<file path="src/ref_level_pkg.sv">
package ref_level_pkg;
  // =====================================================
  // command word layout
  localparam int WORD_BITS = 16;
  localparam int TEST_BIT_POS = 15;
  localparam int CLOCK_SOURCE_POS = 14;
  localparam int ADDR_MSB = 13;
  localparam int ADDR_LSB = 10;
  localparam int LEVEL_MSB = 9;
  localparam int LEVEL_LSB = 0;
  localparam int LEVEL_BITS = 10;
  localparam int ADDR_BITS = 4;
  localparam int CHANNELS = 12;
  // =====================================================
  // reset values
  localparam logic [15:0] SHIFT_RESET = 16'h0000;
  localparam logic [9:0] LEVEL_RESET = 10'h000;
  localparam logic CLOCK_SOURCE_RESET = 1'b0;
  // =====================================================
  // timing
  localparam int SYS_CLK_MHZ = 250;
  localparam int SHIFT_CLK_MAX_KHZ = 5000;
  localparam int SHIFT_HALF_CYCLES = (SYS_CLK_MHZ * 1000 + 2 * SHIFT_CLK_MAX_KHZ - 1)
                                     / (2 * SHIFT_CLK_MAX_KHZ);
  localparam int OSC_KHZ = 21;
  localparam int OSC_HALF_CYCLES = (SYS_CLK_MHZ * 1000) / (2 * OSC_KHZ);
  localparam int SETTLE_CYCLES = 8;
endpackage

</file>
<file path="src/ref_level_if.sv">
`timescale 1ns/1ps
`default_nettype none
interface ref_level_if;
  logic loadEnableN;
  logic shiftClk;
  logic serialIn;
  logic serialOut;
  logic oscOut;
  logic oscOeN;
  logic oscIn;
  modport device (
    input loadEnableN,
    input shiftClk,
    input serialIn,
    output serialOut,
    output oscOut,
    output oscOeN,
    input oscIn
  );
  modport host (
    output loadEnableN,
    output shiftClk,
    output serialIn,
    input serialOut
  );
endinterface
`default_nettype wire

</file>
<file path="src/ref_level_device.sv">
// Function
// - shift serial_in on rising clock while enabled
// - words travel msb first
// - load_enable_n rise updates addressed channel
// - shift clock ignored while load enable high
// - host holds clock low before enabling
// - serial_out from register end, falling edge
// - chain of m devices takes 16m bits
// - all chained devices update together
// - host does not force a zero test bit; the host passes bit 15 of each word as given
// - bit 14 picks internal or external clock
// - bits 13..10 binary channel index
// - bits 9..0 unsigned level code
// - extra bits: last sixteen are used
// - shift clock up to 5MHz
// - shutdown high disables, floating operates
// - refresh pin input external, output internal
// - start internal, pin high impedance until loaded
// - internal oscillator near 21kHz, refresh edges
`timescale 1ns/1ps
`default_nettype none
module ref_level_device #(
  parameter int OSC_HALF = ref_level_pkg::OSC_HALF_CYCLES
) (
  input wire logic sys_clk,
  input wire logic arst_n,
  ref_level_if.device link,
  input wire logic shutdownPin,
  output logic [ref_level_pkg::CHANNELS*ref_level_pkg::LEVEL_BITS-1:0] channelLevels,
  output logic clockSourceExt,
  output logic refreshClk,
  output logic refreshStrobe,
  output logic chipEnabled
);
  // =====================================================
  // input synchronisers
  logic [1:0] enaSync, clkSync, dinSync, oscSync, shdnSync;
  always_ff @(posedge sys_clk or negedge arst_n) begin
    if (!arst_n) begin
      enaSync <= 2'h3;
      clkSync <= 2'h0;
      dinSync <= 2'h0;
      oscSync <= 2'h0;
      shdnSync <= 2'h0;
    end else begin
      enaSync <= {enaSync[0], link.loadEnableN};
      clkSync <= {clkSync[0], link.shiftClk};
      dinSync <= {dinSync[0], link.serialIn};
      oscSync <= {oscSync[0], link.oscIn};
      shdnSync <= {shdnSync[0], shutdownPin};
    end
  end
  wire enaN = enaSync[1];
  wire sclk = clkSync[1];
  wire serial_in = dinSync[1];
  wire oscExtIn = oscSync[1];
  // floating pin is pulled low by the pad, so only a driven high disables
  wire shutdown = shdnSync[1];
  // =====================================================
  // edge detection
  logic sclkPrev, enaPrev, oscPrev;
  logic oscInt;
  // external refresh clock shares the pin synchroniser, so its edges lag by two cycles
  wire refClkMux = clockSourceExt ? oscExtIn : oscInt;
  always_ff @(posedge sys_clk or negedge arst_n) begin
    if (!arst_n) begin
      sclkPrev <= 1'b0;
      enaPrev <= 1'b1;
      oscPrev <= 1'b0;
    end else begin
      sclkPrev <= sclk;
      enaPrev <= enaN;
      oscPrev <= refClkMux;
    end
  end
  wire sclkRise = sclk && !sclkPrev && !enaN;
  wire sclkFall = !sclk && sclkPrev && !enaN;
  wire loadRise = enaN && !enaPrev;
  // =====================================================
  // shift register, msb enters first and walks toward bit 15
  logic [15:0] shiftReg;
  logic [4:0] bitCount;
  logic sdoReg;
  wire [15:0] next_shiftReg = {shiftReg[14:0], serial_in};
  wire fullWord = bitCount >= 5'(ref_level_pkg::WORD_BITS);
  always_ff @(posedge sys_clk or negedge arst_n) begin
    if (!arst_n) begin
      shiftReg <= ref_level_pkg::SHIFT_RESET;
      bitCount <= 5'h00;
      sdoReg <= 1'b0;
    end else if (shutdown) begin
      bitCount <= 5'h00;
    end else begin
      if (sclkRise) begin
        shiftReg <= next_shiftReg;
        if (!fullWord) begin
          bitCount <= bitCount + 5'h01;
        end
      end
      if (sclkFall) begin
        sdoReg <= shiftReg[15];
      end
      if (loadRise) begin
        bitCount <= 5'h00;
      end
    end
  end
  // =====================================================
  // word decode
  wire [3:0] wordAddr = shiftReg[ref_level_pkg::ADDR_MSB:ref_level_pkg::ADDR_LSB];
  wire [9:0] wordLevel = shiftReg[ref_level_pkg::LEVEL_MSB:ref_level_pkg::LEVEL_LSB];
  wire wordClkSrc = shiftReg[ref_level_pkg::CLOCK_SOURCE_POS];
  // a short word is dropped rather than half-applied
  wire doLoad = loadRise && fullWord && !shutdown;
  wire addrValid = wordAddr < 4'(ref_level_pkg::CHANNELS);
  // =====================================================
  // channel latches
  logic [9:0] levelLatch [ref_level_pkg::CHANNELS];
  always_ff @(posedge sys_clk or negedge arst_n) begin
    if (!arst_n) begin
      for (int i = 0; i < ref_level_pkg::CHANNELS; i++) begin
        levelLatch[i] <= ref_level_pkg::LEVEL_RESET;
      end
    end else if (doLoad && addrValid) begin
      levelLatch[wordAddr] <= wordLevel;
    end
  end
  always_ff @(posedge sys_clk or negedge arst_n) begin
    if (!arst_n) begin
      clockSourceExt <= ref_level_pkg::CLOCK_SOURCE_RESET;
    end else if (doLoad) begin
      clockSourceExt <= wordClkSrc;
    end
  end
  // =====================================================
  // internal refresh oscillator
  logic [15:0] oscCount;
  always_ff @(posedge sys_clk or negedge arst_n) begin
    if (!arst_n) begin
      oscCount <= 16'h0000;
      oscInt <= 1'b0;
    end else if (oscCount >= 16'(OSC_HALF - 1)) begin
      oscCount <= 16'h0000;
      oscInt <= !oscInt;
    end else begin
      oscCount <= oscCount + 16'h0001;
    end
  end
  wire refFall = oscPrev && !refClkMux;
  // =====================================================
  // registered outputs
  logic internalDriveArmed;
  logic oscOutReg, oscOeNReg;
  always_ff @(posedge sys_clk or negedge arst_n) begin
    if (!arst_n) begin
      oscOutReg <= 1'b0;
      oscOeNReg <= 1'b1;
      refreshClk <= 1'b0;
      refreshStrobe <= 1'b0;
      chipEnabled <= 1'b0;
      channelLevels <= '0;
    end else begin
      oscOutReg <= oscInt;
      // pin stays released after reset until a word picks internal explicitly
      oscOeNReg <= clockSourceExt || !internalDriveArmed || shutdown;
      refreshClk <= refClkMux && !shutdown;
      refreshStrobe <= refFall && !shutdown;
      chipEnabled <= !shutdown;
      for (int i = 0; i < ref_level_pkg::CHANNELS; i++) begin
        channelLevels[i*10 +: 10] <= levelLatch[i];
      end
    end
  end
  always_ff @(posedge sys_clk or negedge arst_n) begin
    if (!arst_n) begin
      internalDriveArmed <= 1'b0;
    end else if (doLoad) begin
      internalDriveArmed <= 1'b1;
    end
  end
  assign link.serialOut = sdoReg;
  assign link.oscOut = oscOutReg;
  assign link.oscOeN = oscOeNReg;
endmodule // ref_level_device
`default_nettype wire

</file>
<file path="src/flat_wrapper.sv">
// flat-port wrapper written by rule: the top's interface ports become plain ports
module ref_level_device_flat 
#(
  parameter int OSC_HALF = ref_level_pkg::OSC_HALF_CYCLES
)
  (sys_clk, arst_n, shutdownPin, channelLevels, clockSourceExt, refreshClk, refreshStrobe, chipEnabled, link_loadEnableN, link_shiftClk, link_serialIn, link_serialOut, link_oscOut, link_oscOeN, link_oscIn);
  ref_level_if link_i ();
  input wire logic sys_clk;
  input wire logic arst_n;
  input wire logic shutdownPin;
  output logic [ref_level_pkg::CHANNELS*ref_level_pkg::LEVEL_BITS-1:0] channelLevels;
  output logic clockSourceExt;
  output logic refreshClk;
  output logic refreshStrobe;
  output logic chipEnabled;
  input wire logic [$bits(link_i.loadEnableN)-1:0] link_loadEnableN;
  input wire logic [$bits(link_i.shiftClk)-1:0] link_shiftClk;
  input wire logic [$bits(link_i.serialIn)-1:0] link_serialIn;
  output wire logic [$bits(link_i.serialOut)-1:0] link_serialOut;
  output wire logic [$bits(link_i.oscOut)-1:0] link_oscOut;
  output wire logic [$bits(link_i.oscOeN)-1:0] link_oscOeN;
  input wire logic [$bits(link_i.oscIn)-1:0] link_oscIn;
  assign link_i.loadEnableN = link_loadEnableN;
  assign link_i.shiftClk = link_shiftClk;
  assign link_i.serialIn = link_serialIn;
  assign link_serialOut = link_i.serialOut;
  assign link_oscOut = link_i.oscOut;
  assign link_oscOeN = link_i.oscOeN;
  assign link_i.oscIn = link_oscIn;
  ref_level_device #(.OSC_HALF(OSC_HALF)) u_core (.sys_clk(sys_clk), .arst_n(arst_n), .link(link_i), .shutdownPin(shutdownPin), .channelLevels(channelLevels), .clockSourceExt(clockSourceExt), .refreshClk(refreshClk), .refreshStrobe(refreshStrobe), .chipEnabled(chipEnabled));
endmodule
</file>
<file path="config.mk">
export PLATFORM = sky130hd
export DESIGN_NAME = ref_level_device_flat
export DESIGN_NICKNAME = d
export VERILOG_FILES = /design/src/ref_level_pkg.sv /design/src/ref_level_if.sv /design/src/ref_level_device.sv /design/src/flat_wrapper.sv
export SDC_FILE = /design/constraint.sdc
export NUM_CORES = 1
export LEC_CHECK = 0
export ABC_AREA = 0
export BUFFER_PORTS_ARGS = -buffer_cell sky130_fd_sc_hd__buf_2
export CORE_MARGIN = 2
export CORE_UTILIZATION = 50
export DETAILED_ROUTE_END_ITERATION = 10
export PLACE_DENSITY = 0.73
export SETUP_SLACK_MARGIN = 0.1
export SLEW_MARGIN = 0
export SYNTH_ARGS = -nofsm -noshare
export SYNTH_HDL_FRONTEND = slang
export SYNTH_SLANG_ARGS = --single-unit
export TNS_END_PERCENT = 10
</file>
<file path="constraint.sdc">
create_clock -name sys_clk -period 2.45 [get_ports sys_clk]
set_clock_uncertainty 0.15 [all_clocks]
set_input_delay 0.1225 -clock sys_clk [delete_from_list [all_inputs] [get_ports sys_clk]]
set_output_delay 0.1225 -clock sys_clk [all_outputs]
set_load 0.005 [all_outputs]
</file>
# After elaboration in Yosys (flattened, before gate mapping)
# Index checks and enable logic that the tools add are counted.
[op_classes] n_lt_le_gt_ge=5 n_reduce_logical=26 mux=9 bitwise_logic=2 n_addsub=2 n_eq_ne=1
[op_table] operator="bitwise mux 120 bit" count=1
[op_table] operator="demux 10 bit (select 4 bit)" count=1
[op_table] operator="2-to-1 mux 5 bit" count=4
[op_table] operator="adder 16 x 1 -> 16 bit (second input constant)" count=1
[op_table] operator=">= comparator 16 x 13 -> 1 bit (second input constant)" count=1
[op_table] operator="2-to-1 mux 16 bit" count=1
[op_table] operator="logical AND 1 bit" count=12
[op_table] operator=">= comparator 5 bit (second input constant)" count=2
[op_table] operator="2-to-1 mux 10 bit" count=1
[op_table] operator="zero test 1 bit" count=8
[op_table] operator="AND reduction 2 bit" count=3
[op_table] operator="adder 5 x 1 -> 5 bit (second input constant)" count=1
[op_table] operator="< comparator 5 x 1 -> 1 bit (second input constant)" count=1
[op_table] operator="inverter 4 -> 5 bit" count=1
[op_table] operator="< comparator 4 bit (second input constant)" count=1
[op_table] operator="!= test 3 x 1 -> 1 bit (second input constant)" count=1
[op_table] operator="nonzero test 3 bit" count=1
[op_table] operator="logical OR 1 bit" count=2
[op_table] operator="2-to-1 mux 1 bit" count=1
[op_table] operator="inverter 1 bit" count=1
[totals] output_inout_bits=127 elab_cells=78 ff_bits=299 in_bits=7

# Depth between registers and ports, before layout
# Gate-level depths: netlist (run 1).
[depth] ltp_word=6 depth_mapped=6 mapped_depth_nobuf=5

# Least setup slack after synthesis (run 1)
# No wires, ideal clock.
[synth_timing] path_type="flip-flop to flip-flop" from="register u_core.enaSync[1]" to="register u_core.levelLatch[0] in the netlist's numbering" path_stages_with_launch=6 path_slack_ns=0.297 t_required_ns=2.175 period_less_slack_ns=2.153 t_arrival_ns=1.879 setup_ns=0.125 n_path_buf=1 path_cell_list="dfstp_2 nand4bb_4 nor3b_1 and3_1 buf_4 mux2_2"
[synth_between] elab_chain_len=4
[synth_rtl] element="from (decl)" line_no="ref_level_device.sv:37" source="logic [1:0] enaSync, clkSync, dinSync, oscSync, shdnSync;"
[synth_rtl] element="from (signal assigned)" line_no="ref_level_device.sv:46" source="enaSync <= {enaSync[0], link.loadEnableN};"
[synth_rtl] element="logical AND 1 bit" line_no="ref_level_device.sv:78" source="wire loadRise = enaN && !enaPrev;"
[synth_rtl] element="logical AND 1 bit (2 in a row)" line_no="ref_level_device.sv:114" source="wire doLoad = loadRise && fullWord && !shutdown;"
[synth_rtl] element="logical AND 1 bit" line_no="ref_level_device.sv:124" source="end else if (doLoad && addrValid) begin"
[synth_rtl] element="to (signal, indexed assignment)" line_no="ref_level_device.sv:122" source="levelLatch[i] <= ref_level_pkg::LEVEL_RESET;"
[synth_rtl] element="to (signal, indexed assignment)" line_no="ref_level_device.sv:125" source="levelLatch[wordAddr] <= wordLevel;"
[synth_rtl] element="to (decl)" line_no="ref_level_device.sv:118" source="logic [9:0] levelLatch [ref_level_pkg::CHANNELS];"
# No other way between the ends.
# A chain may end at the register's enable or synchronous reset.

# Worst setup path in the final report (run 1)
[layout_timing] from="register u_core.enaSync[1]" to="register u_core.levelLatch[106] in the netlist's numbering"
# The elaborated chain is that of the path after synthesis.

==> results.toml, run 1 <==
[pwr]
leakage_nw = 6.35
ir_drop_mv = 0.573
p_total_mw = 9.60
power.density_mw_per_mm2 = 813

[yosys]
avgSynthCellArea_sq_um = 17.6
synth.area.mux_share_pct = 16.1
yosysSeqAreaShare_pct = 76.8
yosysUniqueCellTypes = 35
synth_most_common_cell = "dfrtp_1"
synthCells = 554
synth_xor_area_share_pct = 1.26
ys_ff_latch = 299
ys.flop_type = "dfrtp_1"
yosysWarnings = 0
synth_top_family_by_area = "multiplexers"
synth_top_area_share_pct = 75.7
synth-edff-count = 0
synthSimpleGateAreaFrac_pct = 4.04
netlist_top_cells_count = "295 x dfrtp_1, 139 x mux2_2, 22 x nor2_1, 14 x clkbuf_1, 8 x xnor2_1"
synth_top_cell_by_area = "dfrtp_1"
syn_area_sq_mm = 0.00975
synth_fa_ha_area_share_pct = 0.257
synth.area.top_cells = "dfrtp_1 76%, mux2_2 16%, dfstp_2 1.1%, nor2_1 0.85%, xnor2_1 0.72%"
synth-compound-area-share_pct = 0.398
async_flop_share_pct = 100

[clock_network]
cts.sinks = 299
clk_latency_ps = 530
cts_tree = "yes"
clk_pin_slew_ps = 60
cts_buffer_depth = 3
cts_buffers = 28
htree_num_levels = 1
cts-root-buf = "clkbuf_16"
post_cts.repair.setup_buffers = 0

[routing]
ant_nets = 0
drtPass1Iterations = 4
wl_per_cell_um = 18.2
vias = 4969
wl_mm = 18.3
drt_iter0_markers = 285
vias_per_cell = 4.95
drc = 0

[worst_setup_path]
crit_path_top_delay_cell = "dfstp_2"
crit_required_ps = 2710
cpPeakStageDelay_ps = 600
crit_path_max_fanout = 10
r2r_setup_slack_ps = 280
cp_cell_sequence = "nand4bb_4, or3_4, nor3b_2, buf_4, mux2_2"
reg2reg_from = "u_core.enaSync[1]"
worstSetupPathType = "reg2reg"
start_kind = "flop"
cp-startpoint = "u_core.enaSync[1]"
cp.arrival_ps = 2430
cp-end-kind = "flop"

[die]
pin_count = 134
dieArea_sq_mm = 0.0206
row_count = 51
die_x_um = 144
die_h_um = 144
start_util_pct = 50.6
core_sq_mm = 0.0193

[sta]
drv_slew = 0
finalHoldViolations = 0
rsz0062_at_grt = "no"
period_needed_ps = 2170
min_period_over_period_pct = 88.5
fmax_mhz = 461
worst_slew_pin_slew_ps = 609
finalSetupTns_ps = 0
setup-violations-final = 0
slew_headroom_pct = 59.4

[placement]
placement.io_buffers = 133
dp_cells = 949
routabilityCongestion = 0.753
hpwl_mm = 11.7

[cells_and_area]
multi_input_area_sq_mm = 0.00218
final_layout_size_suffix_gt1_share_pct = 46.2
nets = 730
regArea_sq_mm = 0.00749
stdcell_count = 1003
syn2layout_area_growth_pct = 21.2
diodes = 0
nFillCells = 1433
fin_util_pct = 61.3

[job]
max_cap_violations = 0

[global_routing]
grt_pass1_wl_mm = 29.3
antenna_found_initial = 0
grt_pass1_vias = 5321
grt_max_degree = 86
overflow = 0
track_usage_pct = 18.4

[status]
status = "finished, final reports clean"

[hold_path]
hold_path_class = "in2async"
routing by layer:
layer | vias up | global-route usage, % | wire length (um)
li1 | 2204 | - | -
met1 | 2630 | 26.4 | 8180
met2 | 116 | 30.3 | 9090
met3 | 19 | 3.03 | 793
met4 | 0 | 3.87 | 218
met5 | - | 0 | 0
stage by stage:
stage,instance area (sq um),setup WS (ps),hold WS (ps)
3_5_place_dp,10800,173,-114
4_1_cts,11800,171,46.8
3_3_place_gp,10800,226,-119
2_1_floorplan,9760,297,-323
5_1_grt,11800,158,77.0
6_report,11800,281,47.2
cells by family (layout without fill, tap and decap cells):
group,after synthesis,count (layout)
mux,140,140
compound gates,6,6
other cells,1,3
xor+xnor,14,14
buf+inv,24,206
simple gates,68,68
fa+ha+maj,2,2
flops,299,299
report_power, final:
group | internal [mW] | switching [mW] | total [mW]
logic | 0.0914 | 0.134 | 0.225
registers | 5.02 | 0.169 | 5.19
clock network | 2.52 | 1.68 | 4.19
total | 7.63 | 1.98 | 9.60
critical path: cells and delay by family, from the launching register on:
kind / cells / cell delay, ps
buf+inv: 1 / 200
simple gates: 3 / 740
mux: 1 / 350
flops: 1 / 600
path summary, 6_finish.rpt:
kind	to	cells after the start
max in group asynchronous	u_core.channelLevels[93]	3
hold / removal	u_core.channelLevels[58]	3
setup / recovery	u_core.levelLatch[106]	5
min in group sys_clk	u_core.dinSync[0]	2
setup reg to reg	u_core.levelLatch[106]	5
hold reg to reg	u_core.dinSync[1]	0
what timing repair did:
action,4_1_cts,5_1_grt
endpoints found under the hold margin,300,0
resized for setup,0,1
endpoints found under the setup margin,0,6
hold buffers,7,0
flip-flops by register name (all words and copies together), names as in the netlist, 2 cells and up:
signal	flops
u_core.bitCount	5
u_core.channelLevels	120
u_core.clkSync	2
u_core.dinSync	2
u_core.enaSync	2
u_core.levelLatch	120
u_core.oscCount	16
u_core.oscSync	2
u_core.shdnSync	2
u_core.shiftReg	16
cells in the final DEF (no fill, tap or decap), types with 2 or more instances in the layout:
cell and instances:
dfrtp_1 295, mux2_2 139, buf_2 132, clkbuf_16 29, nor2_1 22, buf_4 12
clkbuf_1 10, xnor2_1 8, nand2_1 7, xor2_1 6, nand2_2 6, dlygate4sd3_1 6
nand3_1 5, clkbuf_8 5, inv_1 4, nor3b_1 4, buf_12 4, dfstp_2 4
nor3_1 3, nor2b_1 3, conb_1 3, and3_1 2, o21ai_0 2, nand4_1 2
nor4_1 2, and2_1 2, nor3b_2 2, nor4b_1 2, ha_1 2, bufinv_16 2
final cells by class:
cell class | count | area share [%]
inverter | 4 | 0.127
clock buffer | 44 | 7.04
tap | 265 | 2.81
sequential | 299 | 63.3
clock inverter | 3 | 0.550
timing repair buffer | 155 | 7.66
multi-input combinational | 233 | 18.5
Power figures use the tool's default switching activity.
==> run 2: changes to the inputs <==
REMOVE_ABC_BUFFERS = 1   (was not set)
==> results.toml, run 2 (synthesis results as in run 1) <==
[die]
die_h_um = 144
die_x_um = 144
dieArea_sq_mm = 0.0206
pin_count = 134
row_count = 51
start_util_pct = 50.6
core_sq_mm = 0.0193

[sta]
setup-violations-final = 0
worst_slew_pin_slew_ps = 760
finalSetupTns_ps = 0
drv_slew = 0
fmax_mhz = 450
slew_headroom_pct = 49.3
hold_slack_ps = 2.90
period_needed_ps = 2220
rsz0062_at_grt = "no"
min_period_over_period_pct = 90.7
finalHoldViolations = 0
finalWorstSetupSlack_ps = 228

[worst_setup_path]
start_kind = "flop"
cpMostUsedCell = "buf_4"
worst-path-buf-inv = 2
cp-end-kind = "flop"
cpPeakStageDelay_ps = 610
crit_path_top_delay_cell = "dfstp_2"
crit_path_max_fanout = 10
cp_cell_sequence = "nand4bb_4, buf_4, nor3b_1, and3_1, buf_4, mux2_2"
crit_required_ps = 2720
cp.arrival_ps = 2490
worstSetupPathType = "reg2reg"
cp_top_family = "simple AND/OR/NAND/NOR gates"

[pwr]
swShare_pct = 21.5
clock_power_share_pct = 43.9
ir_drop_mv = 0.539
pwr-share-comb_pct = 2.3
leakage_nw = 6.36
power.density_mw_per_mm2 = 820
power_frac_seq_pct = 53.8
switchingPower_mw = 2.09
intPower_mw = 7.62

[routing]
wl_per_cell_um = 18.5
wl_mm = 18.7
drt_iter0_markers = 260
vias = 4979
vias_per_cell = 4.93
ant_nets = 0
drc = 0
drtPass1Iterations = 4

[cells_and_area]
final_cell_mix = "295 x dfrtp_1, 139 x mux2_2, 132 x buf_2"
nets = 732
diodes = 0
fin_util_pct = 61.4
syn2layout_area_growth_pct = 21.3
final_layout_size_suffix_gt1_share_pct = 46.6
final_common_cell = "dfrtp_1"
reg_top3 = "u_core.channelLevels (120), u_core.levelLatch (120)"

[global_routing]
track_usage_pct = 18.7
overflow = 0
antenna_found_initial = 0
grt_pass1_vias = 5329
grt_pass1_wl_mm = 29.4
grt_max_degree = 78

[clock_network]
cts.sinks = 299
cts_buffers = 29
htree_num_levels = 1
post_cts.repair.setup_buffers = 0
cts-root-buf = "clkbuf_16"
clk_latency_ps = 530
cts_buffer_depth = 3
cts_tree = "yes"
clk_pin_slew_ps = 60

[placement]
hpwl_mm = 11.6
routabilityCongestion = 0.788
pre_cts_slack_ps = 163
placement.io_buffers = 133

[status]
status = "finished, final reports clean"

[job]
max_cap_violations = 0

[hold_path]
hold_path_class = "in2async"
## run 2: per-layer routing
metal	vias to the layer above	track usage [%]	routed length [um]
li1	2217	-	-
met2	118	31.7	9530
met3	25	3.00	803
met4	0	5.52	320
met5	-	0	0
met1	2619	25.3	8000
## run 2: worst paths after layout
kind                                        start                   endpoint  slack [ps]  cells after the start
worst min register to register  u_core.enaSync[0]          u_core.enaSync[1]         200                      0
worst max-delay path            u_core.enaSync[1]       u_core.levelLatch[4]         230                      6
worst max register to register  u_core.enaSync[1]       u_core.levelLatch[4]         230                      6
min in group sys_clk                link_shiftClk          u_core.clkSync[0]          80                      2
worst min-delay path                       arst_n  u_core.channelLevels[119]           3                      2
max in group asynchronous                  arst_n      u_core.levelLatch[91]        1380                      3
## run 2: final cells by class
cell class / instances / area [sq um]
clock buffers: 42 / 815
clock inverters: 10 / 110
fillers: 1432 / 7430
inverters: 4 / 15.0
multi-input cells: 233 / 2180
flip-flops and latches: 299 / 7490
well taps: 265 / 332
repair buffers: 156 / 901
## run 2: power by group through the flow
| stage | Sequential [mW] | Combinational, mW | Clock, mW |
|---|---|---|---|
| detailed placement | 5.33 | 0.222 | 0 |
| CTS | 5.23 | 0.234 | 4.36 |
| finish | 5.22 | 0.225 | 4.26 |
| global placement | 5.32 | 0.212 | 0 |
| global route | 5.24 | 0.257 | 4.60 |
| floorplan | 5.19 | 0.0708 | 0 |
## run 2: per-stage QoR
step           total power [mW]  area, sq um  std cells
2_1_floorplan              5.26         9670        536
3_3_place_gp               5.54        10800        951
3_5_place_dp               5.55        10800        951
4_1_cts                    9.83        11800       1009
5_1_grt                    10.1        11800       1009
6_report                   9.71        11800       1009
## run 2: what timing repair did
| item | CTS | global route |
|---|---|---|
| hold buffers | 6 | 0 |
| endpoints found under the setup margin | 0 | 10 |
| gates resized for setup | 0 | 1 |
| hold endpoints to repair | 300 | 0 |
==> run 3: changes to the inputs <==
CAP_MARGIN = 15   (was not set)
CELL_PAD_IN_SITES_DETAIL_PLACEMENT = 1   (was not set)
CELL_PAD_IN_SITES_GLOBAL_PLACEMENT = 2   (was not set)
CORE_UTILIZATION = 41   (was 50)
PLACE_DENSITY = 0.79   (was 0.73)
==> results.toml, run 3 (synthesis results as in run 1) <==
[die]
core_sq_mm = 0.0234
start_util_pct = 41.7
pin_count = 134
die_x_um = 158
die_h_um = 158
row_count = 56
dieArea_sq_mm = 0.0250

[routing]
drt_iter0_markers = 153
vias = 5041
vias_per_cell = 4.73
wl_per_cell_um = 19.5
wl_mm = 20.8
drc = 0
drtPass1Iterations = 4
ant_nets = 0

[clock_network]
cts_tree = "yes"
clk_latency_ps = 540
clk_pin_slew_ps = 60
post_cts.repair.setup_buffers = 0
cts_buffers = 30
cts_buffer_depth = 3
htree_num_levels = 1
cts.sinks = 299
cts-root-buf = "clkbuf_16"

[worst_setup_path]
crit_path_top_delay_cell = "dfstp_2"
cp_cell_sequence = "nand4bb_4, or3_4, nor3b_4, buf_2, mux2_2"
crit_path_max_fanout = 6
cp-startpoint = "u_core.enaSync[1]"
r2r_setup_slack_ps = 240
worstSetupPathType = "reg2reg"
crit_required_ps = 2720
cpPeakStageDelay_ps = 600
cp-end-kind = "flop"
timing.rr.end = "u_core.levelLatch[109]"
cp_top_family = "simple AND/OR/NAND/NOR gates"
worst-path-buf-inv = 1
cp.arrival_ps = 2480
start_kind = "flop"
reg2reg_from = "u_core.enaSync[1]"
worst-r2r-cell-count = 5

[cells_and_area]
reg_top3 = "u_core.channelLevels (120), u_core.levelLatch (120)"
stdcell_count = 1066
final_cell_mix = "295 x dfrtp_1, 139 x mux2_2, 133 x buf_2"
diodes = 0
final_common_cell = "dfrtp_1"
fin_util_pct = 51.2
regArea_sq_mm = 0.00749
syn2layout_area_growth_pct = 22.8
final_layout_size_suffix_gt1_share_pct = 46.9
nFillCells = 2283
finalInstanceArea_sq_mm = 0.0120
multi_input_area_sq_mm = 0.00219
nets = 734

[sta]
rsz0062_at_grt = "no"
setup-violations-final = 0
finalHoldViolations = 0
drv_slew = 0
finalWorstSetupSlack_ps = 244
finalSetupTns_ps = 0
worst_slew_pin_slew_ps = 813
period_needed_ps = 2210
slew_headroom_pct = 45.8
min_period_over_period_pct = 90.0
hold_slack_ps = 82.9
fmax_mhz = 453

[global_routing]
track_usage_pct = 17.1
grt_pass1_wl_mm = 32.3
grt_max_degree = 76
overflow = 0
grt_pass1_vias = 5711
antenna_found_initial = 0

[pwr]
ir_drop_mv = 0.455
power.density_mw_per_mm2 = 836
p_total_mw = 10.0
leakage_nw = 6.39

[hold_path]
hold_path_class = "in2reg"
worstHoldStart = "link_shiftClk"
hold_depth = 2
hold_end = "u_core.clkSync[0]"

[placement]
hpwl_mm = 12.8
dpl_cell_area_sq_mm = 0.0109
pre_cts_slack_ps = 174
placement.io_buffers = 133
routabilityCongestion = 0.713
dp_cells = 1004

[job]
max_cap_violations = 0

[status]
status = "finished, final reports clean"
run 3: cell count changes in the layout (fill, tap and decap cells not counted), sizes merged:
cell         before  now
clkbuf           42   47
clkinv            6    3
dlygate4sd3       6    7
run 3: power by group:
part	switching, mW	internal (mW)
clock	1.81	2.74
sequential	0.228	5.02
combinational	0.135	0.0882
total	2.17	7.84
run 3: cell type report:
type / count / area share, %
Multi-Input combinational cell: 233 / 18.3
Timing Repair Buffer: 157 / 7.48
Clock buffer: 47 / 7.56
Sequential cell: 299 / 62.5
Tap cell: 319 / 3.33
Clock inverter: 7 / 0.762
Inverter: 4 / 0.125
run 3: per-layer routing:
metal  up-vias  part of all wire [%]  GRT usage, %
met2       102                    52          30.7
met3        30                   4.0          2.55
li1       2221                     -             -
met1      2688                    42          21.7
met4         0                   1.9          4.80
met5         -                     0             0
run 3: worst register-to-register path: stages (launching register included):
cell,delay [ps]
dfstp_2,600
nand4bb_4,140
or3_4,410
nor3b_4,240
buf_2,200
mux2_2,350
run 3: worst max path at each step:
stage | endpoint | slack (ps) | depth (start not counted)
floorplan | u_core.levelLatch[100] | -230 | 4
global placement | u_core.levelLatch[108] | 230 | 5
detailed placement | u_core.levelLatch[109] | 170 | 5
CTS | u_core.levelLatch[104] | 170 | 5
global route | u_core.levelLatch[7] | 110 | 6
finish | u_core.levelLatch[109] | 240 | 5
run 3: what timing repair did:
item	in CTS	in global routing
hold buffers	7	0
setup endpoints to repair	9	5
endpoints found under the hold margin	300	0
resized for setup	1	3
cloned	0	1
pin swaps	0	0
